$ cat config.mk
export PLATFORM = sky130hd
export DESIGN_NAME = twbm_top
export DESIGN_NICKNAME = d
export VERILOG_FILES = /design/src/hw/twbm_pkg.sv /design/src/hw/twbm_top.sv
export SDC_FILE = /design/constraint.sdc
export NUM_CORES = 1
export LEC_CHECK = 0
export BUFFER_PORTS_ARGS = -buffer_cell sky130_fd_sc_hd__buf_4
export CAP_MARGIN = 5
export CORE_MARGIN = 3
export CORE_UTILIZATION = 35
export CTS_CLUSTER_DIAMETER = 120
export DETAILED_ROUTE_END_ITERATION = 10
export PLACE_DENSITY = 0.64
export SYNTH_ARGS = -nofsm -noshare
export SYNTH_HDL_FRONTEND = slang
export SYNTH_SLANG_ARGS = --single-unit
$ cat constraint.sdc
create_clock -name aclk -period 2.35 [get_ports aclk]
set_clock_uncertainty 0.1 [all_clocks]
set_input_delay 0.47 -clock aclk [delete_from_list [all_inputs] [get_ports aclk]]
set_output_delay 0.47 -clock aclk [all_outputs]
set_load 0.05 [all_outputs]
$ cat src/hw/twbm_pkg.sv
// Constants for the two-wire byte master: register map, fields, timing.
// Assumes a 25 MHz aclk and an AXI4-Lite master with 32-bit data.
package twbm_pkg;
	// Bus geometry
	localparam int AXI_AW = 18;
	localparam logic [1:0] RESP_OKAY = 2'h0;
	localparam logic [1:0] RESP_SLVERR = 2'h2;
	// Register indices; byte address is four times the index
	localparam logic [15:0] IDX_RATE = 16'h7fa4;
	localparam logic [15:0] IDX_CTRL = 16'h7fa5;
	localparam logic [15:0] IDX_DATA = 16'h7fa6;
	localparam logic [15:0] IDX_MODE = 16'h7fa7;
	// Control/status, mode and rate field positions
	localparam int CS_START = 7;
	localparam int CS_STOP = 6;
	localparam int CS_FINAL = 5;
	localparam int MODE_STOP_IRQ_ENABLE = 1;
	localparam int RATE_FAST = 0;
	// Reset values
	localparam logic [7:0] CS_RST = 8'h00;
	localparam logic MODE_STOP_IRQ_ENABLE_RST = 1'b0;
	localparam logic RATE_FAST_RST = 1'b0;
	// Timing: quarter of a bus bit, rounded up to whole cycles
	localparam int CLK_PERIOD_NS = 40;
	localparam int STD_PERIOD_NS = 10000;
	localparam int FAST_PERIOD_NS = 2500;
	localparam int QTR_W = 7;
	localparam int Q_STD_CYC =
		(STD_PERIOD_NS / 4 + CLK_PERIOD_NS - 1) / CLK_PERIOD_NS;
	localparam int Q_FAST_CYC =
		(FAST_PERIOD_NS / 4 + CLK_PERIOD_NS - 1) / CLK_PERIOD_NS;
	// Engine states
	typedef enum logic [2:0] {
		ST_IDLE, ST_HOLD, ST_START, ST_BIT, ST_STOP
	} twbm_state_t;
endpackage

$ cat src/hw/twbm_top.sv
// Two-wire byte master with an AXI4-Lite register port.
// Assumes open-drain pins resolved outside; pin inputs are asynchronous.
`timescale 1ns/1ns
`default_nettype none
module twbm_top (
	// Clock and reset
	input wire logic aclk,
	input wire logic aresetn,
	// AXI4-Lite write
	input wire logic awvalid,
	output logic awready,
	input wire logic [twbm_pkg::AXI_AW-1:0] awaddr,
	input wire logic wvalid,
	output logic wready,
	input wire logic [31:0] wdata,
	input wire logic [3:0] wstrb,
	output logic bvalid,
	input wire logic bready,
	output logic [1:0] bresp,
	// AXI4-Lite read
	input wire logic arvalid,
	output logic arready,
	input wire logic [twbm_pkg::AXI_AW-1:0] araddr,
	output logic rvalid,
	input wire logic rready,
	output logic [31:0] rdata,
	output logic [1:0] rresp,
	// Two-wire pins
	input wire logic scl_in,
	output logic scl_out,
	output logic scl_oe_n,
	input wire logic sda_in,
	output logic sda_out,
	output logic sda_oe_n,
	// Boot loader findings and interrupt
	input wire logic [1:0] boot_prom_kind,
	output logic third_external_irq
);
	import twbm_pkg::*;

	// Index match on a byte address
	function automatic logic hit(input logic [AXI_AW-1:0] a,
		input logic [15:0] idx);
		return a[AXI_AW-1:2] == idx;
	endfunction

	twbm_state_t state;
	logic [1:0] qph;
	logic [3:0] bitn;
	logic [7:0] shreg;
	logic rd_mode, ack_smp, addr_byte, rx_byte;
	logic scl_m, scl_s, sda_m, sda_s;
	logic [1:0] kind_m, kind_s;
	logic start, stop, final_read, bus_fault, ack, done;
	logic stop_irq_enable, rate_fast;
	logic [QTR_W-1:0] qcnt;
	logic tick;
	logic aw_full, w_full, wstrb0;
	logic [AXI_AW-1:0] aw_q;
	logic [7:0] wd_q;

	// Pins cross into aclk through two flops each
	always_ff @(posedge aclk) begin
		if (!aresetn) begin
			{scl_m, scl_s, sda_m, sda_s} <= 4'hf;
		end else begin
			scl_m <= scl_in;
			scl_s <= scl_m;
			sda_m <= sda_in;
			sda_s <= sda_m;
		end
	end

	// Boot findings keep moving during reset, so the field
	// is settled by the first read after release
	always_ff @(posedge aclk) begin
		kind_m <= boot_prom_kind;
		kind_s <= kind_m;
	end

	// Open drain: only ever pull low
	assign scl_out = 1'b0;
	assign sda_out = 1'b0;

	// Quarter-bit divider; rate picked by software
	logic [QTR_W-1:0] qlast;
	assign qlast = rate_fast ? QTR_W'(Q_FAST_CYC - 1) :
		QTR_W'(Q_STD_CYC - 1);
	always_ff @(posedge aclk) begin
		if (!aresetn) begin
			qcnt <= '0;
			tick <= 1'b0;
		end else begin
			tick <= qcnt == qlast;
			qcnt <= (qcnt >= qlast) ? '0 : qcnt + 1'b1;
		end
	end

	// Write side decode
	logic wr_go, aw_ctrl, aw_data, aw_mode, aw_rate, aw_ok;
	assign wr_go = aw_full && w_full && !bvalid;
	assign aw_ctrl = hit(aw_q, IDX_CTRL);
	assign aw_data = hit(aw_q, IDX_DATA);
	assign aw_mode = hit(aw_q, IDX_MODE);
	assign aw_rate = hit(aw_q, IDX_RATE);
	assign aw_ok = aw_ctrl | aw_data | aw_mode | aw_rate;

	// Read side decode
	logic ar_go, ar_ctrl, ar_data, ar_mode, ar_rate;
	logic [7:0] cs_val, rd_val;
	assign ar_go = arvalid && arready;
	assign ar_ctrl = hit(araddr, IDX_CTRL);
	assign ar_data = hit(araddr, IDX_DATA);
	assign ar_mode = hit(araddr, IDX_MODE);
	assign ar_rate = hit(araddr, IDX_RATE);
	assign cs_val = {start, stop, final_read, kind_s,
		bus_fault, ack, done};
	assign rd_val = ar_ctrl ? cs_val :
		ar_data ? shreg :
		ar_mode ? {6'h00, stop_irq_enable, 1'b0} :
		ar_rate ? {7'h00, rate_fast} : 8'h00;

	// Writes land only when lane 0 is strobed
	logic cs_wr, data_wr, data_rd, data_touch;
	assign cs_wr = wr_go && aw_ctrl && wstrb0;
	assign data_wr = wr_go && aw_data && wstrb0;
	assign data_rd = ar_go && ar_data;
	assign data_touch = data_rd || (wr_go && aw_data);

	// AXI handshakes: address and data taken in either order
	always_ff @(posedge aclk) begin
		if (!aresetn) begin
			awready <= 1'b1;
			wready <= 1'b1;
			aw_full <= 1'b0;
			w_full <= 1'b0;
			aw_q <= '0;
			wd_q <= 8'h00;
			wstrb0 <= 1'b0;
			bvalid <= 1'b0;
			bresp <= RESP_OKAY;
		end else begin
			if (awvalid && awready) begin
				aw_q <= awaddr;
				aw_full <= 1'b1;
				awready <= 1'b0;
			end
			if (wvalid && wready) begin
				wd_q <= wdata[7:0];
				wstrb0 <= wstrb[0];
				w_full <= 1'b1;
				wready <= 1'b0;
			end
			if (wr_go) begin
				aw_full <= 1'b0;
				w_full <= 1'b0;
				bvalid <= 1'b1;
				bresp <= aw_ok ? RESP_OKAY : RESP_SLVERR;
			end
			if (bvalid && bready) begin
				bvalid <= 1'b0;
				awready <= 1'b1;
				wready <= 1'b1;
			end
		end
	end

	// Read answers one cycle after the address is taken
	always_ff @(posedge aclk) begin
		if (!aresetn) begin
			arready <= 1'b1;
			rvalid <= 1'b0;
			rdata <= 32'h0000_0000;
			rresp <= RESP_OKAY;
		end else if (ar_go) begin
			arready <= 1'b0;
			rvalid <= 1'b1;
			rdata <= {24'h00_0000, rd_val};
			rresp <= (ar_ctrl | ar_data | ar_mode | ar_rate) ?
				RESP_OKAY : RESP_SLVERR;
		end else if (rvalid && rready) begin
			rvalid <= 1'b0;
			arready <= 1'b1;
		end
	end

	// Engine events
	logic busy, step, ack_begin, ack_end, stop_end, fault_set;
	logic own_hi, bit_rel, launch;
	assign busy = state == ST_START || state == ST_BIT ||
		state == ST_STOP;
	// A stretched clock holds the phase count
	assign step = tick && busy && !(scl_oe_n && !scl_s);
	assign ack_begin = step && state == ST_BIT && bitn == 4'h8 &&
		qph == 2'h0;
	assign ack_end = step && state == ST_BIT && bitn == 4'h8 &&
		qph == 2'h3;
	assign stop_end = step && state == ST_STOP && qph == 2'h3;
	// The byte after a start is the address; we always send it
	assign rx_byte = rd_mode && !addr_byte;
	assign own_hi = bitn != 4'h8 && !rx_byte && shreg[7];
	// Lost arbitration or a stray low while we float high
	assign fault_set = step && state == ST_BIT && qph == 2'h2 &&
		own_hi && !sda_s;
	// Ack bit: master acks reads unless final
	assign bit_rel = bitn == 4'h8 ? (!rx_byte || final_read) :
		(rx_byte || shreg[7]);
	assign launch = (state == ST_IDLE || state == ST_HOLD) &&
		(data_wr || (data_rd && rd_mode && !stop));

	// Flag next values; hardware set wins over clear
	logic next_start, next_stop, next_final, next_fault, next_done;
	logic next_irq;
	assign next_start = cs_wr ? wd_q[CS_START] :
		start && !ack_begin;
	assign next_stop = cs_wr ? wd_q[CS_STOP] :
		stop && !stop_end;
	assign next_final = cs_wr ? wd_q[CS_FINAL] :
		final_read && !ack_end;
	assign next_fault = fault_set || (bus_fault && !data_touch);
	assign next_done = ack_end || (done && !data_touch);
	assign next_irq = ack_end || (stop_end && stop_irq_enable) ||
		(third_external_irq && !data_touch);

	// Software-visible flags and mode bits
	always_ff @(posedge aclk) begin
		if (!aresetn) begin
			{start, stop, final_read} <= CS_RST[7:5];
			{bus_fault, ack, done} <= CS_RST[2:0];
			third_external_irq <= 1'b0;
			stop_irq_enable <= MODE_STOP_IRQ_ENABLE_RST;
			rate_fast <= RATE_FAST_RST;
		end else begin
			start <= next_start;
			stop <= next_stop;
			final_read <= next_final;
			bus_fault <= next_fault;
			done <= next_done;
			third_external_irq <= next_irq;
			if (ack_end)
				ack <= !ack_smp;
			if (wr_go && aw_mode && wstrb0)
				stop_irq_enable <= wd_q[MODE_STOP_IRQ_ENABLE];
			if (wr_go && aw_rate && wstrb0)
				rate_fast <= wd_q[RATE_FAST];
		end
	end

	// Bit engine: q0 sets SDA, q1 lifts SCL, q2 samples, q3 drops SCL
	always_ff @(posedge aclk) begin
		if (!aresetn) begin
			state <= ST_IDLE;
			qph <= 2'h0;
			bitn <= 4'h0;
			shreg <= 8'h00;
			rd_mode <= 1'b0;
			addr_byte <= 1'b0;
			ack_smp <= 1'b1;
			scl_oe_n <= 1'b1;
			sda_oe_n <= 1'b1;
		end else if (launch) begin
			if (data_wr)
				shreg <= wd_q;
			if (data_wr && start)
				rd_mode <= wd_q[0];
			// Marks the byte sent after a start condition
			addr_byte <= start;
			state <= start ? ST_START : ST_BIT;
			qph <= 2'h0;
			bitn <= 4'h0;
		end else if (fault_set) begin
			state <= ST_IDLE;
			scl_oe_n <= 1'b1;
			sda_oe_n <= 1'b1;
		end else if (step) begin
			qph <= qph + 2'h1;
			unique case (state)
			ST_START: begin
				if (qph == 2'h0)
					sda_oe_n <= 1'b1;
				if (qph == 2'h1)
					scl_oe_n <= 1'b1;
				if (qph == 2'h2)
					sda_oe_n <= 1'b0;
				if (qph == 2'h3) begin
					scl_oe_n <= 1'b0;
					state <= ST_BIT;
				end
			end
			ST_BIT: begin
				if (qph == 2'h0)
					sda_oe_n <= bit_rel;
				if (qph == 2'h1)
					scl_oe_n <= 1'b1;
				if (qph == 2'h2 && bitn == 4'h8)
					ack_smp <= sda_s;
				if (qph == 2'h2 && bitn != 4'h8)
					shreg <= {shreg[6:0], sda_s};
				if (qph == 2'h3) begin
					scl_oe_n <= 1'b0;
					bitn <= bitn + 4'h1;
					// Only stop or a bus fault ends a transfer
					if (bitn == 4'h8)
						state <= stop ? ST_STOP : ST_HOLD;
				end
			end
			ST_STOP: begin
				if (qph == 2'h0)
					scl_oe_n <= 1'b0;
				if (qph == 2'h1)
					sda_oe_n <= 1'b0;
				if (qph == 2'h2)
					scl_oe_n <= 1'b1;
				if (qph == 2'h3) begin
					sda_oe_n <= 1'b1;
					state <= ST_IDLE;
				end
			end
			default: ;
			endcase
		end else if (stop && !busy) begin
			state <= ST_STOP;
			qph <= 2'h0;
		end
	end
endmodule
`default_nettype wire

=== Yosys cells after proc, flatten, opt, wreduce, memory -nomap -nowiden ===
Index checks and enable logic that the tools add are counted.

* Bits of input ports: 83
* Output and inout port bits: 46
* Logic and storage cells: 224
* Bits in registers: 93

* Mux-type cells: 49
* Equal/unequal tests: 30
* Bitwise logic cells: 9
* Reduce and logical (&&, ||, !) cells: 93
* Order comparisons: 1
* Add/sub/neg operators: 3

{| class="wikitable"
|+ Operators by type and width
! operator !! number
|-
| 16-bit by 15-bit == test with 1-bit output, second input constant || 8
|-
| 8-bit two-way mux || 8
|-
| 1-bit logical AND || 45
|-
| 3-bit two-way mux || 9
|-
| 1-bit two-way mux || 23
|-
| 5-bit by 4-bit inequality test with 1-bit output, second input constant || 3
|-
| 5-bit AND reduction || 3
|-
| 1-bit zero test || 13
|-
| 6-bit AND reduction || 2
|-
| 2-bit nonzero test || 6
|-
| 1-bit logical OR || 11
|-
| 2-bit two-way mux || 5
|-
| 2-bit OR reduction || 5
|-
| 3-bit one-hot mux with 3 select lines || 1
|-
| 4-bit by 3-bit inequality test with 1-bit output, second input constant || 2
|-
| 4-bit nonzero test || 2
|-
| 7-bit by 1-bit adder with 7-bit output, second input constant || 1
|-
| 7-bit by 6-bit == test with 1-bit output || 1
|-
| 7-bit by 6-bit >= comparator with 1-bit output || 1
|-
| 3-bit by 2-bit == test with 1-bit output, second input constant || 2
|-
| 6-bit two-way mux || 1
|-
| 6-bit by 1-bit inequality test with 1-bit output, second input constant || 1
|-
| 1-bit bitwise OR || 6
|-
| 5-bit inequality test, second input constant || 1
|-
| other kinds (21) || 25
|}

=== Longest topological paths before layout ===
Gate-level depths: netlist (run 1).

* Word-level depth: 11
* Gate-level depth with buffers: 10
* Mapped depth without buffers: 8

=== Worst setup path after synthesis (run 1) ===
Ideal clock, no wire load.

* Kind: flip-flop to flip-flop
* From: register arready
* To: register state[0]
* Stages on the path, launching flop included: 8
* Slack: 0.248 ns
* Data arrival time: 1.886 ns
* Required time: 2.134 ns
* Library setup time: 0.116 ns
* Buffers on the path: 1
* Clock period less this slack: 2.102 ns
* Path through: dfxtp_1 > and4bb_2 > nand4_2 > o32ai_2 > buf_4 > a2bb2oi_4 > o211ai_1 > o211a_1

* Word-level cells in the longest chain between the ends: 8
* Elaborated cells on any way between the ends: 14
* Those cells by class: 5 x eq/ne; 1 x mux; 8 x reduce/logical

{| class="wikitable"
|+ Ends and longest elaborated chain
! item !! RTL line !! source
|-
| start: declaration || twbm_top.sv:22 || <nowiki>output logic arready,</nowiki>
|-
| start signal: assignment || twbm_top.sv:171 || <nowiki>arready <= 1'b1;</nowiki>
|-
| start signal: assignment || twbm_top.sv:176 || <nowiki>arready <= 1'b0;</nowiki>
|-
| start signal: assignment || twbm_top.sv:183 || <nowiki>arready <= 1'b1;</nowiki>
|-
| 1-bit logical AND * || twbm_top.sv:111 || <nowiki>assign ar_go = arvalid && arready;</nowiki>
|-
| 1-bit logical AND * || twbm_top.sv:127 || <nowiki>assign data_rd = ar_go && ar_data;</nowiki>
|-
| 1-bit logical AND * (2 in a row) || twbm_top.sv:209 || <nowiki>(data_wr || (data_rd && rd_mode && !stop));</nowiki>
|-
| 1-bit logical OR * || twbm_top.sv:209 ||
|-
| 1-bit logical AND * || twbm_top.sv:208 || <nowiki>assign launch = (state == ST_IDLE || state == ST_HOLD) &&</nowiki>
|-
| 6-bit by 1-bit inequality test with 1-bit output (no source line), or another cell as far along || -- ||
|-
| 6-bit AND reduction (no source line) || -- ||
|-
| end signal: assignment || twbm_top.sv:268 || <nowiki>state <= start ? ST_START : ST_BIT;</nowiki>
|-
| end signal: assignment || twbm_top.sv:304 || <nowiki>state <= stop ? ST_STOP : ST_HOLD;</nowiki>
|-
| end: declaration || twbm_top.sv:47 || <nowiki>twbm_state_t state;</nowiki>
|}

Mark *: on every way between the ends. The rest lies on a longest branch, timed or not.
A chain may end at the register's enable or synchronous reset.

=== Worst setup path in the final report (run 1) ===
* From: register state[1]
* To: register shreg[5]

* Word-level cells in the longest chain between the ends: 11
* Elaborated cells on any way between the ends: 22
* Those cells by class: 6 x eq/ne; 1 x mux; 15 x reduce/logical

{| class="wikitable"
|+ Ends and longest elaborated chain
! item !! RTL line !! source
|-
| 3-bit by 2-bit == test with 1-bit output (on tied branches) || twbm_top.sv:190, twbm_top.sv:203, twbm_top.sv:277 ||
|-
| 1-bit logical OR (2 in a row) || twbm_top.sv:190 || <nowiki>assign busy = state == ST_START || state == ST_BIT ||</nowiki>
|-
| 1-bit logical AND (2 in a row) || twbm_top.sv:193 || <nowiki>assign step = tick && busy && !(scl_oe_n && !scl_s);</nowiki>
|-
| 1-bit logical AND (3 in a row) || twbm_top.sv:203 || <nowiki>assign fault_set = step && state == ST_BIT && qph == 2'h2 &&</nowiki>
|-
| 1-bit logical AND || twbm_top.sv:204 || <nowiki>own_hi && !sda_s;</nowiki>
|-
| 2-bit by 1-bit inequality test with 1-bit output (no source line) || -- ||
|-
| 5-bit AND reduction (no source line) || -- ||
|-
| end signal: assignment || twbm_top.sv:263 || <nowiki>shreg <= wd_q;</nowiki>
|-
| end signal: assignment || twbm_top.sv:298 || <nowiki>shreg <= {shreg[6:0], sda_s};</nowiki>
|-
| end: declaration || twbm_top.sv:50 || <nowiki>logic [7:0] shreg;</nowiki>
|}

Parallel ways exist; a longest one is shown, timed or not.

==> results of run 1 <==
[routing by layer]
metal  wire length (um)  global-route usage, %  vias to the layer above
met4                106                  4.205                        0
met2               4426                  23.63                       95
met5                  0                      0                        -
li1                   -                      -                     1765
met1               4524                  18.58                     1615
met3                501                  4.165                        7
[final timing paths]
kind                                  end  slack (ns)              start  cells past startpoint
worst min register to register  kind_s[0]        0.23          kind_m[0]                      0
worst max register to register   shreg[5]        0.31           state[1]                      5
worst min-delay path            kind_m[1]        0.13  boot_prom_kind[1]                      1
worst max-delay path             shreg[5]        0.31           state[1]                      5
[stage by stage]
step                hold WS (ns)  instances
detailed placement        0.2160        684
global route              0.1126        700
CTS                       0.1183        700
global placement          0.2110        684
finish                    0.1282        700
floorplan                 0.2096        514
[flip-flops by register name (all words and copies together), names as in the netlist, 2 cells and up]
signal,count
aw_q,16
bitn,4
kind_m,2
kind_s,2
qcnt,7
qph,2
rdata,8
shreg,8
state,3
wd_q,8
[cell type report]
| type | instances | area [um^2] |
|---|---|---|
| fillers | 1168 | 6553 |
| repair buffers | 75 | 575.6 |
| well taps | 143 | 178.9 |
| multi-input cells | 366 | 2266 |
| clock inverters | 4 | 58.81 |
| clock buffers | 12 | 256.5 |
| flip-flops and latches | 89 | 1782 |
| inverters | 11 | 41.29 |
[power by group]
group | total (uW) | leakage (uW) | switching (uW) | internal, uW
Clock | 1510 | 0.000155 | 609 | 896
Combinational | 337 | 0.00123 | 221 | 116
Sequential | 1590 | 0.000726 | 33.5 | 1560
Total | 3430 | 0.00211 | 864 | 2570
[worst reg2reg max path, cell delays in order, from the launching register on]
cell	delay, ns
dfxtp_1	0.46
and3b_1	0.42
nand4_1	0.19
o21bai_2	0.51
o21ai_0	0.15
a21oi_1	0.14
[logic make-up (layout without fill, tap and decap cells)]
family | after synthesis | after routing | share of synthesized area [%]
AOI/OAI and AO/OA | 105 | 105 | 17.45
adders and majority gates | 10 | 10 | 2.913
muxes | 18 | 18 | 4.224
other | 1 | 28 | 0.08730
xor gates and xnor gates | 8 | 8 | 1.631
and+or+nand+nor | 197 | 197 | 24.09
DFF | 89 | 89 | 41.48
buffers and inverters | 59 | 102 | 8.127
[placed cells by master (no fill, tap or decap), drive strengths merged, types with 12 or more instances in the layout]
cell type,n
nand2,76
nor2,34
conb,28
clkbuf,12
nand3,12
nor2b,24
buf,75
a21oi,22
mux2i,17
a21boi,29
o21ai,23
inv,13
dfxtp,89
==> impl_results.md, run 1 <==
- Die W: 116.8 um
- Setup crit end kind: flip-flop
- Fin crit share: 87.00%
- Vias: 3,482
- Syn Std Cell Area: 4295 um^2
- CTS max path bufs: 2
- Post-synth ARST share: 0%
- Tmin final: 2.044 ns
- Seq cells post-synth: 89
- # DRC: 0
- Yosys cell types: 57
- Area of the core: 11,710 um^2
- Post-CTS Hold Fix Bufs: 0
- TNS Setup: 0 ns
- Dpl cell area: 4843 um^2
- Placer Congestion: 0.8003
- Die ar.: 13,640 um^2
- Worst path top cell family by delay: compound AO/OA/AOI/OAI gates
- Crit Path Max Fanout: 16
- Total global routing overflow: 0
- Number of diodes: 0
- Top post-synthesis cells by area: dfxtp_1, nand2_1, buf_4
- Kind of critical path: reg -> reg
- Total number of H-tree levels: 3
- Vias per cell: 4.974
- Share of cells above drive strength 1: 19.21%
- Least-Margin Pin Slew: 0.5600 ns
- EDFF count, synth: 0
- Final setup fails: 0
- Most frequent cells after synthesis: dfxtp_1, nand2_1, nor2_1
- Mapped Avg Cell Area: 8.820 um^2
- First drt pass iteration count: 4
- Ys flop type: dfxtp_1
- First-pass GRT wire length: 15,660 um
- LEAKAGE: 0.002112 uW
- Max_cap viols: 0
- Worst path max stage delay: 0.51 ns
- Critical-path cell list: and3b_1, nand4_1, o21bai_2, o21ai_0, a21oi_1
- Die Y: 116.8 um
- Worst slew margin: 62.64%
- Tot Pwr: 3431 uW
- Skew-Pair Late Insertion Delay: 0.34 ns
- Area Growth Syn to Fin: 20.10%
- IO buf count: 69
- RSZ-0062 raised after global routing: false
- I/O Pins: 129
- Standard-cell rows: 39
- GRT Overall Usage: 14.43%
- Vias in the first global route: 3,308
- Largest net degree at the start of global routing: 70
- DP HPWL: 7072 um
- Slowest stage cell, crit path: o21bai_2
- Max VDD drop: 412.8 uV
- Pre-CTS setup slack: 0.2232 ns
- Critical Path RT: 2.52 ns
- Initial DRC Count: 192
- Startpoint Class: flip-flop
- Final WS setup: 0.3056 ns
- Initial antenna violation count: 0
- CTS sink cnt: 89
- Register area share after synthesis: 41.48%
- Clock Pin Slew Worst Setup and Hold Paths: 0.07 ns
- CP bufs+invs: 0
- Endpoints failing hold: 0
- Design area: 5159 um^2
- Drt wl/cell: 13.66 um
- Cell with the most instances after synthesis: dfxtp_1
- Post-CTS Setup Inserts: 0
- Cells after Synth: 487
- Final core utilization: 44.05%
- Post-synth top area cell: dfxtp_1
- Initial Utilization: 36.68%
- Synth warnings: 0
- Pins Over Slew Limit: 0
- Critical path data arrival time: 2.22 ns
- Outcome: complete, no violations
- CTS buffer count: 9
- Power density cells: 665.0 nW/um^2
- CTS tree: yes
- Nets: 645
- Detail Route Antenna Nets: 0
- Hold WC Path Type: in -> reg
- Root Buffer: clkbuf_16
- Post_cts resized: 0
- Top cell type's share of synthesized area: 41.48%
- Final WL: 9559 um
- Highest clock rate: 489.1 MHz
Note: power is estimated with default switching activity, not from simulation.
==> run 2: changes to the inputs <==
Settings changed: REMOVE_ABC_BUFFERS set to 1.
==> run 2 against run 1 <==
  * Critical path depth did not move
  * Largest power group unchanged
  * Sequential share of layout area rose by 0.11 points
  * Register-to-register slack got worse by 0.09 ns
  * Highest routed layer unchanged
  * Critical path type unchanged
  * Non-clock buffer count did not move
  * Critical endpoint unchanged
==> impl_results.md, run 2 (synthesis results as in run 1) <==
- CTS buffer count: 9
- Number of diodes: 0
- Multi-input gate area: 2266 um^2
- Nets: 645
- Largest net degree at the start of global routing: 42
- I/O Pins: 129
- Final setup fails: 0
- RSZ-0062 raised after global routing: false
- Initial Utilization: 36.68%
- Power density cells: 664.6 nW/um^2
- Total number of H-tree levels: 3
- Number of flip-flops in the largest register: 16
- Post_cts resized: 0
- Commonest non-fill, non-tap cell in the layout: dfxtp_1
- Pins Over Slew Limit: 0
- Root Buffer: clkbuf_16
- Fin crit share: 90.77%
- CTS tree: yes
- LEAKAGE: 0.002107 uW
- DP HPWL: 7116 um
- CTS sink cnt: 89
- Setup crit end kind: flip-flop
- Die Y: 116.8 um
- Highest clock rate: 468.8 MHz
- # DRC: 0
- Initial DRC Count: 178
- Kind of critical path: reg -> reg
- Initial antenna violation count: 0
- First drt pass iteration count: 4
- Detail Route Antenna Nets: 0
- Critical-path cell list: and3b_1, nand4_1, o21bai_2, o21ai_0, a21oi_1
- Vias per cell: 4.996
- Drt wl/cell: 13.77 um
- Register name with the most flops: aw_q
- Die ar.: 13,640 um^2
- Post-CTS Hold Fix Bufs: 0
- Clock Pin Slew Worst Setup and Hold Paths: 0.07 ns
- Outcome: complete, no violations
- Pre-CTS setup slack: 0.2205 ns
- Hold Worst Slack: 0.1306 ns
- Startpoint Class: flip-flop
- Endpoints failing hold: 0
- Final WL: 9637 um
- Non-filler instance count after layout: 700
- Share of cells above drive strength 1: 19.39%
- Placed cells: 684
- Critical Path RT: 2.52 ns
- Hold WC Path Type: in -> reg
- Worst path max stage delay: 0.53 ns
- Area of the core: 11,710 um^2
- Critical path data arrival time: 2.30 ns
- Total global routing overflow: 0
- Vias: 3,497
- Final WS setup: 0.2168 ns
- Slowest stage cell, crit path: o21bai_2
- Worst slew margin: 60.76%
- Crit Path Max Fanout: 16
- Placer Congestion: 0.8426
- Area Growth Syn to Fin: 19.72%
- Fill cells: 1,156
- Tmin final: 2.133 ns
- Post-CTS Setup Inserts: 0
- GRT Overall Usage: 14.74%
- Skew-Pair Late Insertion Delay: 0.33 ns
- Max VDD drop: 402.4 uV
- First-pass GRT wire length: 16,330 um
- Max_cap viols: 0
- Die W: 116.8 um
- IO buf count: 69
- FF+latch area: 1782 um^2
- Least-Margin Pin Slew: 0.5883 ns
- Vias in the first global route: 3,456
- CTS max path bufs: 2
- Commonest cells after routing, fill and taps aside: dfxtp_1, nand2_1, buf_4
- Standard-cell rows: 39
## run 2: where the power goes
part	internal (uW)	switching, uW
Combinational	113	221
Sequential	1550	33.4
Clock	869	626
Total	2540	881
## run 2: critical path, delay by kind of cell (launching register included)
kind	cells	cell delay, ns
AOI/OAI and AO/OA	3	0.89
DFF	1	0.47
and+or+nand+nor	2	0.61
## run 2: per-layer routing
| metal | global-route usage (%) | up-vias | routed length [um] |
|---|---|---|---|
| met1 | 19.40 | 1622 | 4331 |
| li1 | - | 1759 | - |
| met4 | 3.440 | 0 | 96 |
| met5 | 0 | - | 0 |
| met3 | 4.113 | 8 | 620 |
| met2 | 24.12 | 108 | 4588 |
## run 2: final timing paths
check,startpoint,endpoint,slack [ns],cells after the start
worst min register to register,kind_m[1],kind_s[1],0.23,0
worst max register to register,state[1],shreg[5],0.22,5
worst max-delay path,state[1],shreg[5],0.22,5
worst min-delay path,boot_prom_kind[0],kind_m[0],0.13,1
## run 2: cell type report
type | instances | area share [%]
multi-input cells | 366 | 44.06
flip-flops and latches | 89 | 34.65
repair buffers | 75 | 10.95
clock buffers | 10 | 4.647
well taps | 143 | 3.479
clock inverters | 6 | 1.411
inverters | 11 | 0.8029
## run 2: per-stage QoR
step | setup TNS (ns) | power, uW | util [%] | area, um^2
2_1_floorplan | -0.01145 | 1826 | - | 4089
3_3_place_gp | 0 | 1952 | 41.25 | 4831
3_5_place_dp | 0 | 1957 | 41.25 | 4831
4_1_cts | 0 | 3444 | 43.91 | 5142
5_1_grt | 0 | 3546 | 43.91 | 5142
6_report | 0 | 3417 | 43.91 | 5142
==> run 3: changes to the inputs <==
Settings changed: HOLD_SLACK_MARGIN set to 0.03, RECOVER_POWER set to 50.
==> run 3 against run 2 <==
  * Highest routed layer unchanged
  * Power about the same
  * Register-to-register slack got worse by 0.02 ns
  * Combinational power about the same
  * Sequential power about the same
  * Wire length increased by 0.16%
  * Setup slack got worse by 0.023 ns
  * Largest cell class unchanged
  * Critical path depth unchanged
  * Clock power about the same
  * Sequential cell count unchanged
  * Count of clock-buffer cells in the layout unchanged
  * Utilization decreased by 0.47 points
  * Cell count unchanged
==> impl_results.md, run 3 (synthesis results as in run 1) <==
- R2r endpoint: shreg[5]
- Hold Path Depth: 1
- Register name with the most flops: aw_q
- Die ar.: 13,640 um^2
- Hold WC Path Type: in -> reg
- Initial antenna violation count: 0
- Placer Congestion: 0.8426
- Skew-Pair Late Insertion Delay: 0.33 ns
- Worst Hold Path EP: kind_m[0]
- HP Start: boot_prom_kind[0]
- Vias per cell: 4.993
- Pins Over Slew Limit: 0
- Outcome: complete, no violations
- First drt pass iteration count: 4
- Die W: 116.8 um
- FF+latch area: 1782 um^2
- Crit Path Max Fanout: 16
- First-pass GRT wire length: 16,330 um
- DP HPWL: 7116 um
- I/O Pins: 129
- Final setup fails: 0
- Fill cells: 1,166
- Post-CTS Setup Inserts: 0
- Register-to-register setup slack: 0.19 ns
- Nets: 645
- Hold Worst Slack: 0.1521 ns
- Endpoints failing hold: 0
- CP Launch Point: state[1]
- Clock Pin Slew Worst Setup and Hold Paths: 0.07 ns
- Final WL: 9652 um
- Area of the core: 11,710 um^2
- IO buf count: 69
- Initial DRC Count: 206
- Setup crit end kind: flip-flop
- Number of diodes: 0
- R2R depth: 5
- Die Y: 116.8 um
- CTS max path bufs: 2
- Worst slew margin: 47.45%
- CTS buffer count: 9
- Vias in the first global route: 3,456
- Fin crit share: 91.77%
- Design area: 5087 um^2
- Dpl cell area: 4831 um^2
- Area Growth Syn to Fin: 18.44%
- GRT Overall Usage: 14.74%
- Least-Margin Pin Slew: 0.7878 ns
- Worst reg2reg startpoint: state[1]
- Highest clock rate: 463.7 MHz
- Tmin final: 2.157 ns
- Drt wl/cell: 13.79 um
- LEAKAGE: 0.002049 uW
- CTS sink cnt: 89
- Total number of H-tree levels: 3
- Max VDD drop: 404.6 uV
- Startpoint Class: flip-flop
- Largest net degree at the start of global routing: 42
- Max_cap viols: 0
- Share of cells above drive strength 1: 16.88%
- Kind of critical path: reg -> reg
- Number of flip-flops in the largest register: 16
- Detail Route Antenna Nets: 0
- Commonest cells after routing, fill and taps aside: dfxtp_1, nand2_1, buf_4
- Total global routing overflow: 0
- Power density cells: 672.4 nW/um^2
- Vias: 3,495
- Tot Pwr: 3421 uW
- Post-CTS Hold Fix Bufs: 0
- Root Buffer: clkbuf_16
- Critical Path RT: 2.51 ns
- Critical path data arrival time: 2.32 ns
- Post_cts resized: 0
- Commonest non-fill, non-tap cell in the layout: dfxtp_1
- Standard-cell rows: 39
- # DRC: 0
- Initial Utilization: 36.68%
- RSZ-0062 raised after global routing: false
- Multi-input gate area: 2266 um^2
- CTS tree: yes
-- run 3: cell types whose count changed in the layout (fill, tap and decap cells not counted) --
cell	before	now
clkbuf_1	0	14
clkbuf_4	0	2
buf_4	75	58
and2_1	6	3
clkbuf_2	0	1
and2_0	1	4
-- run 3: critical path: stages, from the launching register on --
cell and delay [ns]:
dfxtp_1 0.47, and3b_1 0.42, nand4_1 0.19, o21bai_2 0.53, o21ai_0 0.21, a21oi_1 0.17
-- run 3: metrics by stage --
| stage | TNS, ns | util (%) | std cells | worst slack (ns) |
|---|---|---|---|---|
| finish | 0 | 43.44 | 700 | 0.1934 |
| global route | 0 | 43.44 | 700 | 0.03173 |
| CTS | 0 | 43.91 | 700 | 0.2384 |
| detailed placement | 0 | 41.25 | 684 | 0.2205 |
| global placement | 0 | 41.25 | 684 | 0.2536 |
| floorplan | -0.01145 | - | 466 | -0.01145 |
-- run 3: cell type report --
cell class              count  share of cell area, %
flip-flops and latches     89                  35.02
clock buffers              10                  4.697
multi-input cells         366                  44.54
clock inverters             6                  1.426
inverters                  11                 0.8116
repair buffers             75                  9.985
well taps                 143                  3.517
-- run 3: metal layers --
layer,GRT usage [%],vias up,routed length [um]
li1,-,1756,-
met1,19.40,1620,4320
met2,24.12,109,4579
met3,4.113,10,633
met4,3.440,0,118
met5,0,-,0
-- run 3: power breakdown --
| part | leakage [uW] | switching, uW | total (uW) | internal, uW |
|---|---|---|---|---|
| logic | 0.00117 | 221 | 332 | 111 |
| registers | 0.000726 | 33.3 | 1590 | 1550 |
| clock network | 0.000155 | 632 | 1500 | 869 |
-- run 3: worst max path at each step --
| stage | end | cells after the start |
|---|---|---|
| final | shreg[5] | 5 |
| after global routing | shreg[5] | 5 |
| after CTS | shreg[5] | 5 |
| after detailed placement | state[0] | 8 |
| after global placement | state[0] | 8 |
| after floorplan | state[0] | 6 |
